[src/pkg/afc_pkg.sv]
// Purpose: shared constants and carriers for the audio flow control register bank
// Assumes: 16-bit register words at word addresses, one system clock
// Notes: bit positions below are the software-visible layout
package afc_pkg;

  localparam int ADDR_W = 16;
  localparam int DATA_W = 16;

  // word addresses of the bank
  localparam logic [15:0] LOUD_ADDR = 16'h0120;
  localparam logic [15:0] MUTE_ADDR = 16'h0121;
  localparam logic [15:0] FLOW_ADDR = 16'h0122;

  // values after reset
  localparam logic [15:0] LOUD_RST = 16'h0000;
  localparam logic [15:0] MUTE_RST = 16'h0000;
  localparam logic [15:0] FLOW_RST = 16'h8001;

  // loudness register fields
  localparam int LOUD_CUT_HI = 6;
  localparam int LOUD_CUT_LO = 5;
  localparam int LOUD_LVL_HI = 4;
  localparam logic [4:0] LOUD_MAX_DB = 5'h0f;
  localparam logic [6:0] CUT_HZ_0 = 7'h0a;
  localparam logic [6:0] CUT_HZ_1 = 7'h1e;
  localparam logic [6:0] CUT_HZ_2 = 7'h32;
  localparam logic [6:0] CUT_HZ_3 = 7'h46;

  // mute gate bit positions
  localparam int MUTE_TWEETER         = 7;
  localparam int MUTE_WOOFER          = 6;
  localparam int MUTE_AUX3            = 5;
  localparam int MUTE_HP_AUX4         = 4;
  localparam int MUTE_SERIAL_OUT_ZERO = 3;
  localparam int MUTE_SPDIF           = 2;
  localparam int MUTE_AUX1            = 1;

  // flow switch bit positions
  localparam int FLOW_LEVELER  = 14;
  localparam int FLOW_LIPSYNC  = 13;
  localparam int FLOW_MAIN_EQ  = 12;
  localparam int FLOW_BASS     = 11;
  localparam int FLOW_MAIN_LD  = 10;
  localparam int FLOW_MAIN_BP  = 9;
  localparam int FLOW_LIMITER  = 8;
  localparam int FLOW_SPK_EQ   = 7;
  localparam int FLOW_XOVER    = 6;
  localparam int FLOW_TW_SUM   = 5;
  localparam int FLOW_SUB_LPFN = 4;
  localparam int FLOW_HP_EQ    = 3;
  localparam int FLOW_HP_LD    = 2;
  localparam int FLOW_HP_BP    = 1;
  localparam int FLOW_SPATIAL  = 0;

  typedef struct packed {
    logic [6:0] cutoff_hz;
    logic [3:0] boost_db;
  } afc_loud_t;

  typedef struct packed {
    logic tweeter;
    logic woofer;
    logic aux_line_out_three;
    logic headphone_path_one;
    logic serial_audio_out_zero;
    logic spdif;
    logic aux_line_out_one;
  } afc_mute_t;

  typedef struct packed {
    logic auto_volume_leveler;
    logic lipsync_delay;
    logic main_eq;
    logic bass_boost;
    logic main_loudness;
    logic main_beeper_only;
    logic peak_limiters;
    logic speaker_eq;
    logic crossover;
    logic tweeter_sum_woofer;
    logic sub_lowpass;
    logic hp_eq;
    logic hp_loudness;
    logic hp_beeper_only;
    logic spatializer;
  } afc_flow_t;

endpackage

[src/logic/afc_regs.sv]
// Purpose: control register bank steering the audio processing engine
// Assumes: serial control front end delivers word accesses on SYS_CLK_IN
// Notes: reads answer one cycle after the request; unmapped reads return zero
//
// How it works
// RL1 - loudness cutoff code 0..3 selects 10, 30, 50 or 70 Hz.
// RL2 - loudness level field gives boost in 1 dB steps, 0 to 15 dB.
// RL3 - host writes zeros into reserved bits of loudness and mute registers.
// RL4 - host writes one into bit 15 of the flow switch register.
// RL5 - each mute bit silences its output at zero, passes audio at one.
// RL6 - mute register reads zero after reset, all outputs silenced.
// RL7 - flow bit 14 enables automatic volume leveling.
// RL8 - flow bit 13 inserts the lip-sync delay.
// RL9 - flow bit 12 enables the seven-band main equalizer.
// RL10 - flow bit 11 enables the bass enhancement stage.
// RL11 - flow bit 10 enables main-channel loudness compensation.
// RL12 - flow bit 9 one gives beeper only, zero mixes beeper and channel.
// RL13 - flow bit 8 enables tweeter and woofer peak limiters.
// RL14 - flow bit 7 enables the eight-band speaker equalizer.
// RL15 - flow bit 6 one activates crossover filters, zero leaves them off.
// RL16 - flow bit 5 one sums woofer into the tweeter output.
// RL17 - flow bit 4 zero keeps subchannel low-pass on, one disables it.
// RL18 - flow bit 3 enables the headphone equalizer.
// RL19 - flow switch register resets to 0x8001.
// RL20 - flow bit 2 enables headphone loudness.
// RL21 - flow bit 1 one gives headphone beeper only.
// RL22 - flow bit 0 enables the spatializer, set after reset.
// RL23 - registers hold the last written value until rewritten or reset.
`timescale 1ns/1ps

module afc_regs #(
  parameter int ADDR_W = afc_pkg::ADDR_W,
  parameter int DATA_W = afc_pkg::DATA_W
) (
  input  wire logic              SYS_CLK_IN,
  input  wire logic              SRST_IN,
  input  wire logic [ADDR_W-1:0] REG_ADDR_IN,
  input  wire logic [DATA_W-1:0] REG_WDATA_IN,
  input  wire logic              REG_WR_IN,
  input  wire logic              REG_RD_IN,
  output logic      [DATA_W-1:0] REG_RDATA_OUT,
  output logic                   REG_RVALID_OUT,
  output afc_pkg::afc_loud_t     LOUD_CFG_OUT,
  output afc_pkg::afc_mute_t     MUTE_GATES_OUT,
  output afc_pkg::afc_flow_t     FLOW_CTRL_OUT
);

  // the host protocol fixes register words at 16 bits
  if (ADDR_W != 16 || DATA_W != 16) begin : g_width_check
    $error("afc_regs serves 16-bit addresses and data only");
  end

  logic [15:0] loud_reg;
  logic [15:0] mute_reg;
  logic [15:0] flow_reg;
  logic [15:0] loud_next;
  logic [15:0] mute_next;
  logic [15:0] flow_next;
  logic [15:0] rdata_reg;
  logic        rvalid_reg;
  afc_pkg::afc_loud_t loud_out_reg;
  afc_pkg::afc_mute_t mute_out_reg;
  afc_pkg::afc_flow_t flow_out_reg;

  function automatic logic [6:0] cutoff_hz(input logic [1:0] code);
    case (code)
      2'h0:    cutoff_hz = afc_pkg::CUT_HZ_0;
      2'h1:    cutoff_hz = afc_pkg::CUT_HZ_1;
      2'h2:    cutoff_hz = afc_pkg::CUT_HZ_2;
      default: cutoff_hz = afc_pkg::CUT_HZ_3;
    endcase
  endfunction

  // codes above 15 dB are undefined; saturate rather than wrap to a small boost
  function automatic logic [3:0] boost_db(input logic [4:0] code);
    if (code > afc_pkg::LOUD_MAX_DB) begin
      boost_db = afc_pkg::LOUD_MAX_DB[3:0];
    end else begin
      boost_db = code[3:0];
    end
  endfunction

  function automatic logic hit(input logic [15:0] addr, input logic [15:0] target);
    hit = (addr == target);
  endfunction

  // the whole word is kept, reserved bits too, so readback matches the write;
  // the host is trusted to write reserved bits as documented
  always_comb begin
    loud_next = loud_reg; // RL23
    mute_next = mute_reg; // RL23
    flow_next = flow_reg; // RL23
    if (REG_WR_IN && hit(REG_ADDR_IN, afc_pkg::LOUD_ADDR)) begin
      loud_next = REG_WDATA_IN; // RL23
    end
    if (REG_WR_IN && hit(REG_ADDR_IN, afc_pkg::MUTE_ADDR)) begin
      mute_next = REG_WDATA_IN; // RL23
    end
    if (REG_WR_IN && hit(REG_ADDR_IN, afc_pkg::FLOW_ADDR)) begin
      flow_next = REG_WDATA_IN; // RL23
    end
  end

  always_ff @(posedge SYS_CLK_IN) begin
    if (SRST_IN) begin
      loud_reg <= afc_pkg::LOUD_RST;
      mute_reg <= afc_pkg::MUTE_RST; // RL6
      flow_reg <= afc_pkg::FLOW_RST; // RL19
    end else begin
      loud_reg <= loud_next;
      mute_reg <= mute_next;
      flow_reg <= flow_next;
    end
  end

  // read port: one-cycle answer, zero for unmapped addresses
  always_ff @(posedge SYS_CLK_IN) begin
    if (SRST_IN) begin
      rdata_reg  <= 16'h0000;
      rvalid_reg <= 1'b0;
    end else begin
      rvalid_reg <= REG_RD_IN;
      if (!REG_RD_IN) begin
        rdata_reg <= 16'h0000;
      end else if (hit(REG_ADDR_IN, afc_pkg::LOUD_ADDR)) begin
        rdata_reg <= loud_reg;
      end else if (hit(REG_ADDR_IN, afc_pkg::MUTE_ADDR)) begin
        rdata_reg <= mute_reg;
      end else if (hit(REG_ADDR_IN, afc_pkg::FLOW_ADDR)) begin
        rdata_reg <= flow_reg;
      end else begin
        rdata_reg <= 16'h0000;
      end
    end
  end

  // loudness decode, taken from the next value so outputs track the register
  always_ff @(posedge SYS_CLK_IN) begin
    if (SRST_IN) begin
      loud_out_reg <= '{cutoff_hz: afc_pkg::CUT_HZ_0, boost_db: 4'h0};
    end else begin
      loud_out_reg.cutoff_hz <= // RL1
        cutoff_hz(loud_next[afc_pkg::LOUD_CUT_HI:afc_pkg::LOUD_CUT_LO]);
      loud_out_reg.boost_db  <= boost_db(loud_next[afc_pkg::LOUD_LVL_HI:0]); // RL2
    end
  end

  // mute gates: one passes audio, zero silences
  always_ff @(posedge SYS_CLK_IN) begin
    if (SRST_IN) begin
      mute_out_reg <= '0; // RL6
    end else begin
      mute_out_reg.tweeter               <= mute_next[afc_pkg::MUTE_TWEETER]; // RL5
      mute_out_reg.woofer                <= mute_next[afc_pkg::MUTE_WOOFER]; // RL5
      mute_out_reg.aux_line_out_three    <= mute_next[afc_pkg::MUTE_AUX3]; // RL5
      mute_out_reg.headphone_path_one    <= mute_next[afc_pkg::MUTE_HP_AUX4]; // RL5
      mute_out_reg.serial_audio_out_zero <= mute_next[afc_pkg::MUTE_SERIAL_OUT_ZERO]; // RL5
      mute_out_reg.spdif                 <= mute_next[afc_pkg::MUTE_SPDIF]; // RL5
      mute_out_reg.aux_line_out_one      <= mute_next[afc_pkg::MUTE_AUX1]; // RL5
    end
  end

  // flow switches; sub low-pass is the only inverted one
  always_ff @(posedge SYS_CLK_IN) begin
    if (SRST_IN) begin
      flow_out_reg             <= '0;
      flow_out_reg.sub_lowpass <= 1'b1; // RL17
      flow_out_reg.spatializer <= 1'b1; // RL22
    end else begin
      flow_out_reg.auto_volume_leveler <= flow_next[afc_pkg::FLOW_LEVELER]; // RL7
      flow_out_reg.lipsync_delay       <= flow_next[afc_pkg::FLOW_LIPSYNC]; // RL8
      flow_out_reg.main_eq             <= flow_next[afc_pkg::FLOW_MAIN_EQ]; // RL9
      flow_out_reg.bass_boost          <= flow_next[afc_pkg::FLOW_BASS]; // RL10
      flow_out_reg.main_loudness       <= flow_next[afc_pkg::FLOW_MAIN_LD]; // RL11
      flow_out_reg.main_beeper_only    <= flow_next[afc_pkg::FLOW_MAIN_BP]; // RL12
      flow_out_reg.peak_limiters       <= flow_next[afc_pkg::FLOW_LIMITER]; // RL13
      flow_out_reg.speaker_eq          <= flow_next[afc_pkg::FLOW_SPK_EQ]; // RL14
      flow_out_reg.crossover           <= flow_next[afc_pkg::FLOW_XOVER]; // RL15
      flow_out_reg.tweeter_sum_woofer  <= flow_next[afc_pkg::FLOW_TW_SUM]; // RL16
      flow_out_reg.sub_lowpass         <= !flow_next[afc_pkg::FLOW_SUB_LPFN]; // RL17
      flow_out_reg.hp_eq               <= flow_next[afc_pkg::FLOW_HP_EQ]; // RL18
      flow_out_reg.hp_loudness         <= flow_next[afc_pkg::FLOW_HP_LD]; // RL20
      flow_out_reg.hp_beeper_only      <= flow_next[afc_pkg::FLOW_HP_BP]; // RL21
      flow_out_reg.spatializer         <= flow_next[afc_pkg::FLOW_SPATIAL]; // RL22
    end
  end

  assign REG_RDATA_OUT  = rdata_reg;
  assign REG_RVALID_OUT = rvalid_reg;
  assign LOUD_CFG_OUT   = loud_out_reg;
  assign MUTE_GATES_OUT = mute_out_reg;
  assign FLOW_CTRL_OUT  = flow_out_reg;

  logic wr_loud;
  logic wr_mute;
  logic wr_flow;
  assign wr_loud = REG_WR_IN && hit(REG_ADDR_IN, afc_pkg::LOUD_ADDR);
  assign wr_mute = REG_WR_IN && hit(REG_ADDR_IN, afc_pkg::MUTE_ADDR);
  assign wr_flow = REG_WR_IN && hit(REG_ADDR_IN, afc_pkg::FLOW_ADDR);
endmodule // afc_regs

[config.mk]
export PLATFORM = sky130hd
export DESIGN_NAME = afc_regs
export DESIGN_NICKNAME = d
export VERILOG_FILES = /design/src/pkg/afc_pkg.sv /design/src/logic/afc_regs.sv
export SDC_FILE = /design/constraint.sdc
export NUM_CORES = 1
export LEC_CHECK = 0
export BUFFER_PORTS_ARGS = -buffer_cell sky130_fd_sc_hd__buf_4
export CAP_MARGIN = 20
export CORE_MARGIN = 5
export CORE_UTILIZATION = 45
export DETAILED_ROUTE_END_ITERATION = 8
export PLACE_DENSITY = 0.69
export SYNTH_ARGS = -nofsm -noshare
export SYNTH_HDL_FRONTEND = slang
export SYNTH_SLANG_ARGS = --single-unit
[constraint.sdc]
create_clock -name SYS_CLK_IN -period 7 [get_ports SYS_CLK_IN]
set_clock_uncertainty 0.15 [all_clocks]
set_input_delay 0.7 -clock SYS_CLK_IN [delete_from_list [all_inputs] [get_ports SYS_CLK_IN]]
set_output_delay 0.7 -clock SYS_CLK_IN [all_outputs]
set_load 0.005 [all_outputs]
==> Word-level counts from Yosys, hierarchy flattened <==
Cells that the tools add are included.
{ "op_classes": {"bitwise_logic": 1, "order_cmp": 1, "n_reduce_logical": 6, "eq_ne": 5, "n_mux": 8} }
{ "op_table": {"columns": ["operator", "count"], "rows": [
  ["== test 16 x 9 -> 1 bit (second input constant)", 3],
  ["2-to-1 mux 16 bit", 3],
  ["one-hot mux 7 bit (3 select lines)", 1],
  ["2-to-1 mux 15 bit", 1],
  ["2-to-1 mux 8 bit", 1],
  ["2-to-1 mux 7 bit", 1],
  ["> comparator 5 x 4 -> 1 bit (second input constant)", 1],
  ["2-to-1 mux 4 bit", 1],
  ["logical AND 1 bit", 3],
  ["== test 2 x 1 -> 1 bit (second input constant)", 1],
  ["== test 2 bit (second input constant)", 1],
  ["zero test 2 bit", 1],
  ["OR reduction 2 bit", 1],
  ["zero test 1 bit", 1],
  ["inverter 1 bit", 1]
]} }
{ "totals": {"wordCells": 53, "output_inout_bits": 50, "inputBits": 36, "ff_bits": 98} }

==> Depth between registers and ports, before layout <==
Gate-level depths: netlist of run 1.
{ "logic_depth": {"word_depth": 5, "ltp_mapped": 7, "depth_no_buf": 6} }

==> Least setup slack after synthesis of run 1 <==
Ideal clock, no wire load.
{ "synth_path": {"path_type": "input -> register", "start": "in REG_ADDR_IN[15]", "end": "reg loud_out_reg, in the netlist LOUD_CFG_OUT[8]", "stages": 7, "path_slack_ps": 4114, "n_path_buf": 1, "arrival_ps": 2606, "required_time_ps": 6720, "cell_sequence": "or4b_1 buf_4 or4_4 o21ai_2 nand2_1 ha_1 nor3b_1"} }
{ "synth_between": {"elab_chain_len": 5} }
{ "synth_rtl": {"columns": ["element", "line_no", "rtl"], "rows": [
  ["start, declared", "afc_regs.sv:37", "input wire logic [ADDR_W-1:0] REG_ADDR_IN,"],
  ["== test 16 x 9 -> 1 bit *", null, null],
  ["logical AND 1 bit *", null, null],
  ["2-to-1 mux 7 bit *", "afc_regs.sv:93", "if (REG_WR_IN && hit(REG_ADDR_IN, afc_pkg::LOUD_ADDR)) begin"],
  ["net loud_next[5]", "afc_regs.sv:56", "logic [15:0] loud_next;"],
  ["== test 2 bit (tied with other cells)", "afc_regs.sv:66", "case (code)"],
  ["one-hot mux 7 bit (3 select lines) *", "afc_regs.sv:66", null],
  ["end signal, assigned", "afc_regs.sv:140", "loud_out_reg <= '{cutoff_hz: afc_pkg::CUT_HZ_0, boost_db: 4'h0};"],
  ["end, declared", "afc_regs.sv:61", "afc_pkg::afc_loud_t loud_out_reg;"]
]} }
The timed path passes the listed nets; every way through them passes the cells marked *.
A chain may end at the register's enable or synchronous reset.

==> Worst setup path after layout of run 1 <==
{ "layout_path": {"start": "in REG_ADDR_IN[15]", "end": "reg loud_out_reg, in the netlist LOUD_CFG_OUT[9]"} }
{ "layout_between": {"elab_chain_len": 5} }
{ "layout_rtl": {"columns": ["element", "line_no"], "rows": [
  ["== test 16 x 9 -> 1 bit *", null],
  ["logical AND 1 bit *", null],
  ["2-to-1 mux 7 bit *", "afc_regs.sv:93"],
  ["== test 2 bit (tied with other cells)", "afc_regs.sv:66"],
  ["one-hot mux 7 bit (3 select lines) *", "afc_regs.sv:66"]
]} }
Every way passes the cells marked *; elsewhere a longest branch is shown, timed or not.

==> results.py, run 1 <==
metrics = {
    "synthesis": {
        "synth_simple_gate_area_share_pct": 16.7,
        "synth.yosys.seq_area_share_pct": 45.1,
        "synth_seq_cells": 75,
        "synth_compound_area_share_pct": 26.0,
        "syn_nets": 405,
        "ys.flop_type": "dfxtp_1",
        "synthDistinctLibCells": 33,
        "synth_fa_ha_area_share_pct": 0.752,
        "synth-edff-count": 0,
        "yosys_warnings": 0,
        "synth_top_family_by_area": "compound AO/OA/AOI/OAI gates",
        "syn_area_um2": 3330,
        "yosys.area_share.xor_xnor_pct": 0,
        "syn_avg_cell_area_um2": 9.06,
        "syn_inst": 367,
        "synth_mux_area_share_pct": 0,
        "ys_async_sr_fraction_pct": 0,
    },
    "routing": {
        "vias": 2890,
        "routed_via_density": 5.67,
        "drt-initial-drc-count": 269,
        "drc_errors": 0,
        "wl_per_cell_um": 17.7,
        "drt-total-wl_um": 9020,
        "firstDrtPassIters": 4,
        "final_antenna_net_count": 0,
    },
    "power_and_ir_drop": {
        "p_leak_uw": 0.00143,
        "ir_drop_uv": 89.7,
        "combPwrFrac_pct": 5.7,
        "internal_power_uw": 615,
        "powerDensity_nw_per_um2": 204,
        "power_frac_clock_pct": 41.1,
        "p_sw_share_pct": 23.3,
        "p_switching_uw": 187,
        "seqPwrFrac_pct": 53.2,
        "power.total_uw": 802,
    },
    "layout": {
        "antenna_cells": 0,
        "fin_nets": 445,
        "drive_above_1_share_pct": 31.1,
        "final_cell_area_um2": 3940,
        "layout_common_cells": "buf_4, dfxtp_1, o21ai_1",
        "layout_commonest_cell": "buf_4",
        "syn2layout_area_growth_pct": 18.5,
    },
    "grt": {
        "grt_usage_pct": 20.4,
        "grt_first_pass_wirelength_um": 14400,
        "antenna_found_initial": 0,
        "grt_max_degree": 60,
        "grt_pass1_vias": 2700,
        "gr-total-overflow": 0,
    },
    "critical_path": {
        "crit_path_max_fanout": 16,
        "crit_type": "in2reg",
        "slowest_stage": "nor4_4",
        "critPathBufInv": 1,
        "cp_data_arrival_time_ns": 3.21,
        "critPathTopFamily": "simple AND/OR/NAND/NOR gates",
        "cp-end-kind": "register",
        "cpPeakStageDelay_ns": 0.82,
        "cp-start-kind": "input pin",
        "crit_required_ns": 7.05,
        "worstPathCellList": "buf_4 > or4b_1 > nor4_4 > nand3_1 > and2_1 > ha_1 > nor3b_1",
    },
    "status": {
        "status": "completed",
    },
    "clock_tree": {
        "numCtsBuffers": 9,
        "cts.htree.levels": 3,
        "path_clk_slew_ns": 0.07,
        "clockRootBuffer": "clkbuf_8",
        "hold_buffers": 0,
        "clock_tree.buffer_depth": 2,
        "postCtsSetupBuffers": 0,
        "tritoncts": "built",
        "clock_sinks": 75,
        "cts.repair.resized": 0,
        "clock_latency_ns": 0.34,
    },
    "sta": {
        "fin_crit_ns": 3.15,
        "setup_viol": 0,
        "period_share_pct": 45.1,
        "rsz0062_at_grt": "false",
        "maxSlewHeadroom_pct": 34.1,
        "fmax_ghz": 0.317,
        "slew_viol_final": 0,
        "worst_pin_slew_ns": 0.984,
        "finalHoldViolCount": 0,
        "fin_tns_setup_ns": 0,
    },
    "die": {
        "fp.dieH_um": 96.0,
        "core_um2": 7210,
        "io_pins": 86,
        "rows": 31,
        "start_util_pct": 46.1,
        "chipWidth_um": 96.0,
        "dieArea_um2": 9210,
    },
    "place": {
        "placed_area_um2": 3740,
        "portBuffers": 83,
        "hpwl_um": 6070,
        "gp_congestion": 0.826,
    },
    "flow_run": {
        "cap_violations": 0,
    },
    "hold_path": {
        "hold_class": "reg2reg",
    },
}
-- Yosys cell counts, types with 4 or more instances --
library cell  count  area (um^2)
o21ai_2           4         35.0
nand3_1          44          220
nor3_1            4         20.0
o21ai_1          56          280
dfxtp_1          75         1500
a22oi_1          16          120
buf_6             7         78.8
nor4_4            4         85.1
clkbuf_1         16         60.1
a21oi_1          53          265
buf_2             9         45.0
buf_4            24          180
nor4b_1           4         35.0
a211oi_1          6         45.0
a21oi_2          10         87.6
-- per-layer routing --
layer	up-vias	wire (um)	GRT usage, %
met2	110	4260	30.4
li1	1403	-	-
met5	-	0	0
met3	10	653	3.83
met1	1367	3950	29.1
met4	0	155	7.82
-- logic make-up (layout without fill, tap and decap cells) --
family	count (synthesis)	count (layout)
fa+ha+maj	2	2
compound gates	149	149
simple gates	81	81
buf+inv	58	102
other cells	2	2
flops	75	75
-- worst reg2reg max path, stage by stage (launching register included) --
cell     delay (ns)
dfxtp_1        0.35
o21ai_2        0.08
and2_1         0.18
ha_1           0.18
nor3b_1        0.13
-- final timing paths --
| kind | startpoint | slack (ns) | to | depth (start not counted) |
|---|---|---|---|---|
| max | REG_ADDR_IN[15] | 3.85 | LOUD_CFG_OUT[9]$_SDFF_PP0_ | 7 |
| min | flow_reg[15]$_SDFFE_PP1P_ | 0.33 | flow_reg[15]$_SDFFE_PP1P_ | 1 |
| max reg2reg | loud_reg[5]$_SDFF_PP0_ | 5.80 | LOUD_CFG_OUT[9]$_SDFF_PP0_ | 4 |
| min reg2reg | flow_reg[15]$_SDFFE_PP1P_ | 0.33 | flow_reg[15]$_SDFFE_PP1P_ | 1 |
-- metrics by stage --
step	util (%)	hold WS, ns	cells	setup slack (ns)
floorplan	-	0.286	367	4.11
global placement	51.9	0.302	494	3.57
detailed placement	51.9	0.306	494	3.49
CTS	54.5	0.325	509	3.85
global route	54.6	0.355	510	3.64
finish	54.6	0.326	510	3.85
-- power groups by stage --
stage / logic (uW) / clock network, uW / registers [uW]
after floorplan: 20.0 / 0 / 437
after global placement: 45.0 / 0 / 437
after detailed placement: 45.0 / 0 / 437
after CTS: 45.1 / 331 / 427
after global routing: 48.9 / 353 / 427
final: 45.9 / 330 / 427
-- final cells by class --
class / instances / area (um^2)
Clock inverter: 5 / 53.8
Clock buffer: 10 / 138
Tap cell: 99 / 124
Fill cell: 692 / 3270
Multi-Input combinational cell: 234 / 1470
Sequential cell: 75 / 1500
Timing Repair Buffer: 86 / 646
Inverter: 1 / 3.75
Note: power is estimated with default switching activity, not from simulation.
==> run 2: changes to the inputs <==
--- a/config.mk
+++ b/config.mk
@@ -10,7 +10,7 @@
 export CORE_MARGIN = 5
 export CORE_UTILIZATION = 45
 export DETAILED_ROUTE_END_ITERATION = 8
-export PLACE_DENSITY = 0.69
+export PLACE_DENSITY = 0.71
 export SYNTH_ARGS = -nofsm -noshare
 export SYNTH_HDL_FRONTEND = slang
 export SYNTH_SLANG_ARGS = --single-unit
==> constraint.sdc (replaced) <==
create_clock -name SYS_CLK_IN -period 2.6 [get_ports SYS_CLK_IN]
set_clock_uncertainty 0.15 [all_clocks]
set_input_delay 0.26 -clock SYS_CLK_IN [delete_from_list [all_inputs] [get_ports SYS_CLK_IN]]
set_output_delay 0.26 -clock SYS_CLK_IN [all_outputs]
set_load 0.005 [all_outputs]
==> results.py, run 2 (synthesized netlist as in run 1, its figures left out) <==
metrics = {
    "status": {
        "status": "completed",
    },
    "clock_tree": {
        "cts.repair.resized": 0,
        "postCtsSetupBuffers": 0,
        "clock_sinks": 75,
        "clock_tree.buffer_depth": 2,
        "path_clk_slew_ns": 0.08,
        "numCtsBuffers": 9,
        "cts.htree.levels": 3,
        "tritoncts": "built",
        "clockRootBuffer": "clkbuf_8",
        "hold_buffers": 0,
        "clock_latency_ns": 0.34,
    },
    "layout": {
        "antenna_cells": 0,
        "fin_util_pct": 56.3,
        "layout_common_cells": "buf_4, dfxtp_1, o21ai_1",
        "layout_commonest_cell": "buf_4",
        "finalNonFillerCells": 525,
        "fin_nets": 459,
        "syn2layout_area_growth_pct": 22.1,
        "fillerInstances": 678,
        "drive_above_1_share_pct": 33.6,
        "final_cell_area_um2": 4060,
    },
    "critical_path": {
        "crit_required_ns": 2.66,
        "crit_type": "in2reg",
        "crit_path_max_fanout": 3,
        "cp_data_arrival_time_ns": 2.19,
        "cp-end-kind": "register",
        "cp-start-kind": "input pin",
    },
    "sta": {
        "worst_pin_slew_ns": 0.702,
        "setup_viol": 0,
        "period_share_pct": 82.0,
        "fmax_ghz": 0.469,
        "finalHoldViolCount": 0,
        "fin_tns_setup_ns": 0,
        "fin_crit_ns": 2.13,
        "slew_viol_final": 0,
        "maxSlewHeadroom_pct": 53.1,
        "rsz0062_at_grt": "false",
        "setup_slack_ns": 0.468,
    },
    "grt": {
        "grt_max_degree": 59,
        "gr-total-overflow": 0,
        "antenna_found_initial": 0,
        "grt_first_pass_wirelength_um": 13900,
        "grt_pass1_vias": 2754,
        "grt_usage_pct": 19.8,
    },
    "die": {
        "rows": 31,
        "io_pins": 86,
        "core_um2": 7210,
        "chipWidth_um": 96.0,
        "dieArea_um2": 9210,
        "fp.dieH_um": 96.0,
        "start_util_pct": 46.1,
    },
    "place": {
        "place_inst": 508,
        "hpwl_um": 6020,
        "portBuffers": 83,
        "placed_area_um2": 3840,
        "gp_congestion": 0.801,
        "detailedPlace.worstSlack_ns": 0.119,
    },
    "routing": {
        "drt-total-wl_um": 8720,
        "drc_errors": 0,
        "firstDrtPassIters": 5,
        "vias": 2951,
        "wl_per_cell_um": 16.6,
        "drt-initial-drc-count": 166,
        "routed_via_density": 5.62,
        "final_antenna_net_count": 0,
    },
    "power_and_ir_drop": {
        "ir_drop_uv": 301,
        "powerDensity_nw_per_um2": 553,
        "p_leak_uw": 0.00150,
    },
    "hold_path": {
        "hold_class": "in2reg",
    },
    "flow_run": {
        "cap_violations": 0,
    },
}
run 2: report_power, final:
part / switching, uW / internal (uW)
Combinational: 76.8 / 51.6
Sequential: 0.191 / 1150
Clock: 432 / 538
Total: 509 / 1740
run 2: path summary, 6_finish.rpt:
| kind | startpoint | depth (start not counted) | slack [ns] | endpoint |
|---|---|---|---|---|
| setup reg to reg | loud_reg[6]$_SDFF_PP0_ | 4 | 1.38 | LOUD_CFG_OUT[8]$_SDFF_PP0_ |
| hold / removal | REG_WDATA_IN[15] | 3 | 0.04 | loud_reg[15]$_SDFFE_PP0N_ |
| hold reg to reg | flow_reg[15]$_SDFFE_PP1P_ | 1 | 0.32 | flow_reg[15]$_SDFFE_PP1P_ |
| setup / recovery | REG_ADDR_IN[15] | 7 | 0.47 | LOUD_CFG_OUT[8]$_SDFF_PP0_ |
run 2: layer usage:
metal | GRT usage (%) | vias to the layer above | share of wire, %
li1 | - | 1431 | -
met1 | 27.6 | 1391 | 45
met2 | 30.3 | 111 | 47
met3 | 3.05 | 18 | 6.0
met4 | 8.65 | 0 | 1.9
met5 | 0 | - | 0
run 2: cell type report:
type	count	area (um^2)	area share [%]
sequential	75	1500	37.0
multi-input combinational	234	1470	36.1
timing repair buffer	100	751	18.5
clock buffer	9	124	3.05
tap	99	124	3.05
clock inverter	7	92.6	2.28
inverter	1	3.75	0.0924
run 2: metrics by stage:
stage | hold WS (ns) | power, uW
after floorplan | 0.262 | 1230
after CTS | 0.0316 | 2250
final | 0.0399 | 2250
after global placement | 0.292 | 1300
after global routing | 0.0217 | 2330
after detailed placement | 0.301 | 1300
run 2: critical path, stage by stage:
cell and delay [ns]:
buf_4 0.10, or4b_1 0.55, or4_4 0.58, o21ai_2 0.19
nand2_1 0.10, ha_1 0.27, nor3b_1 0.14
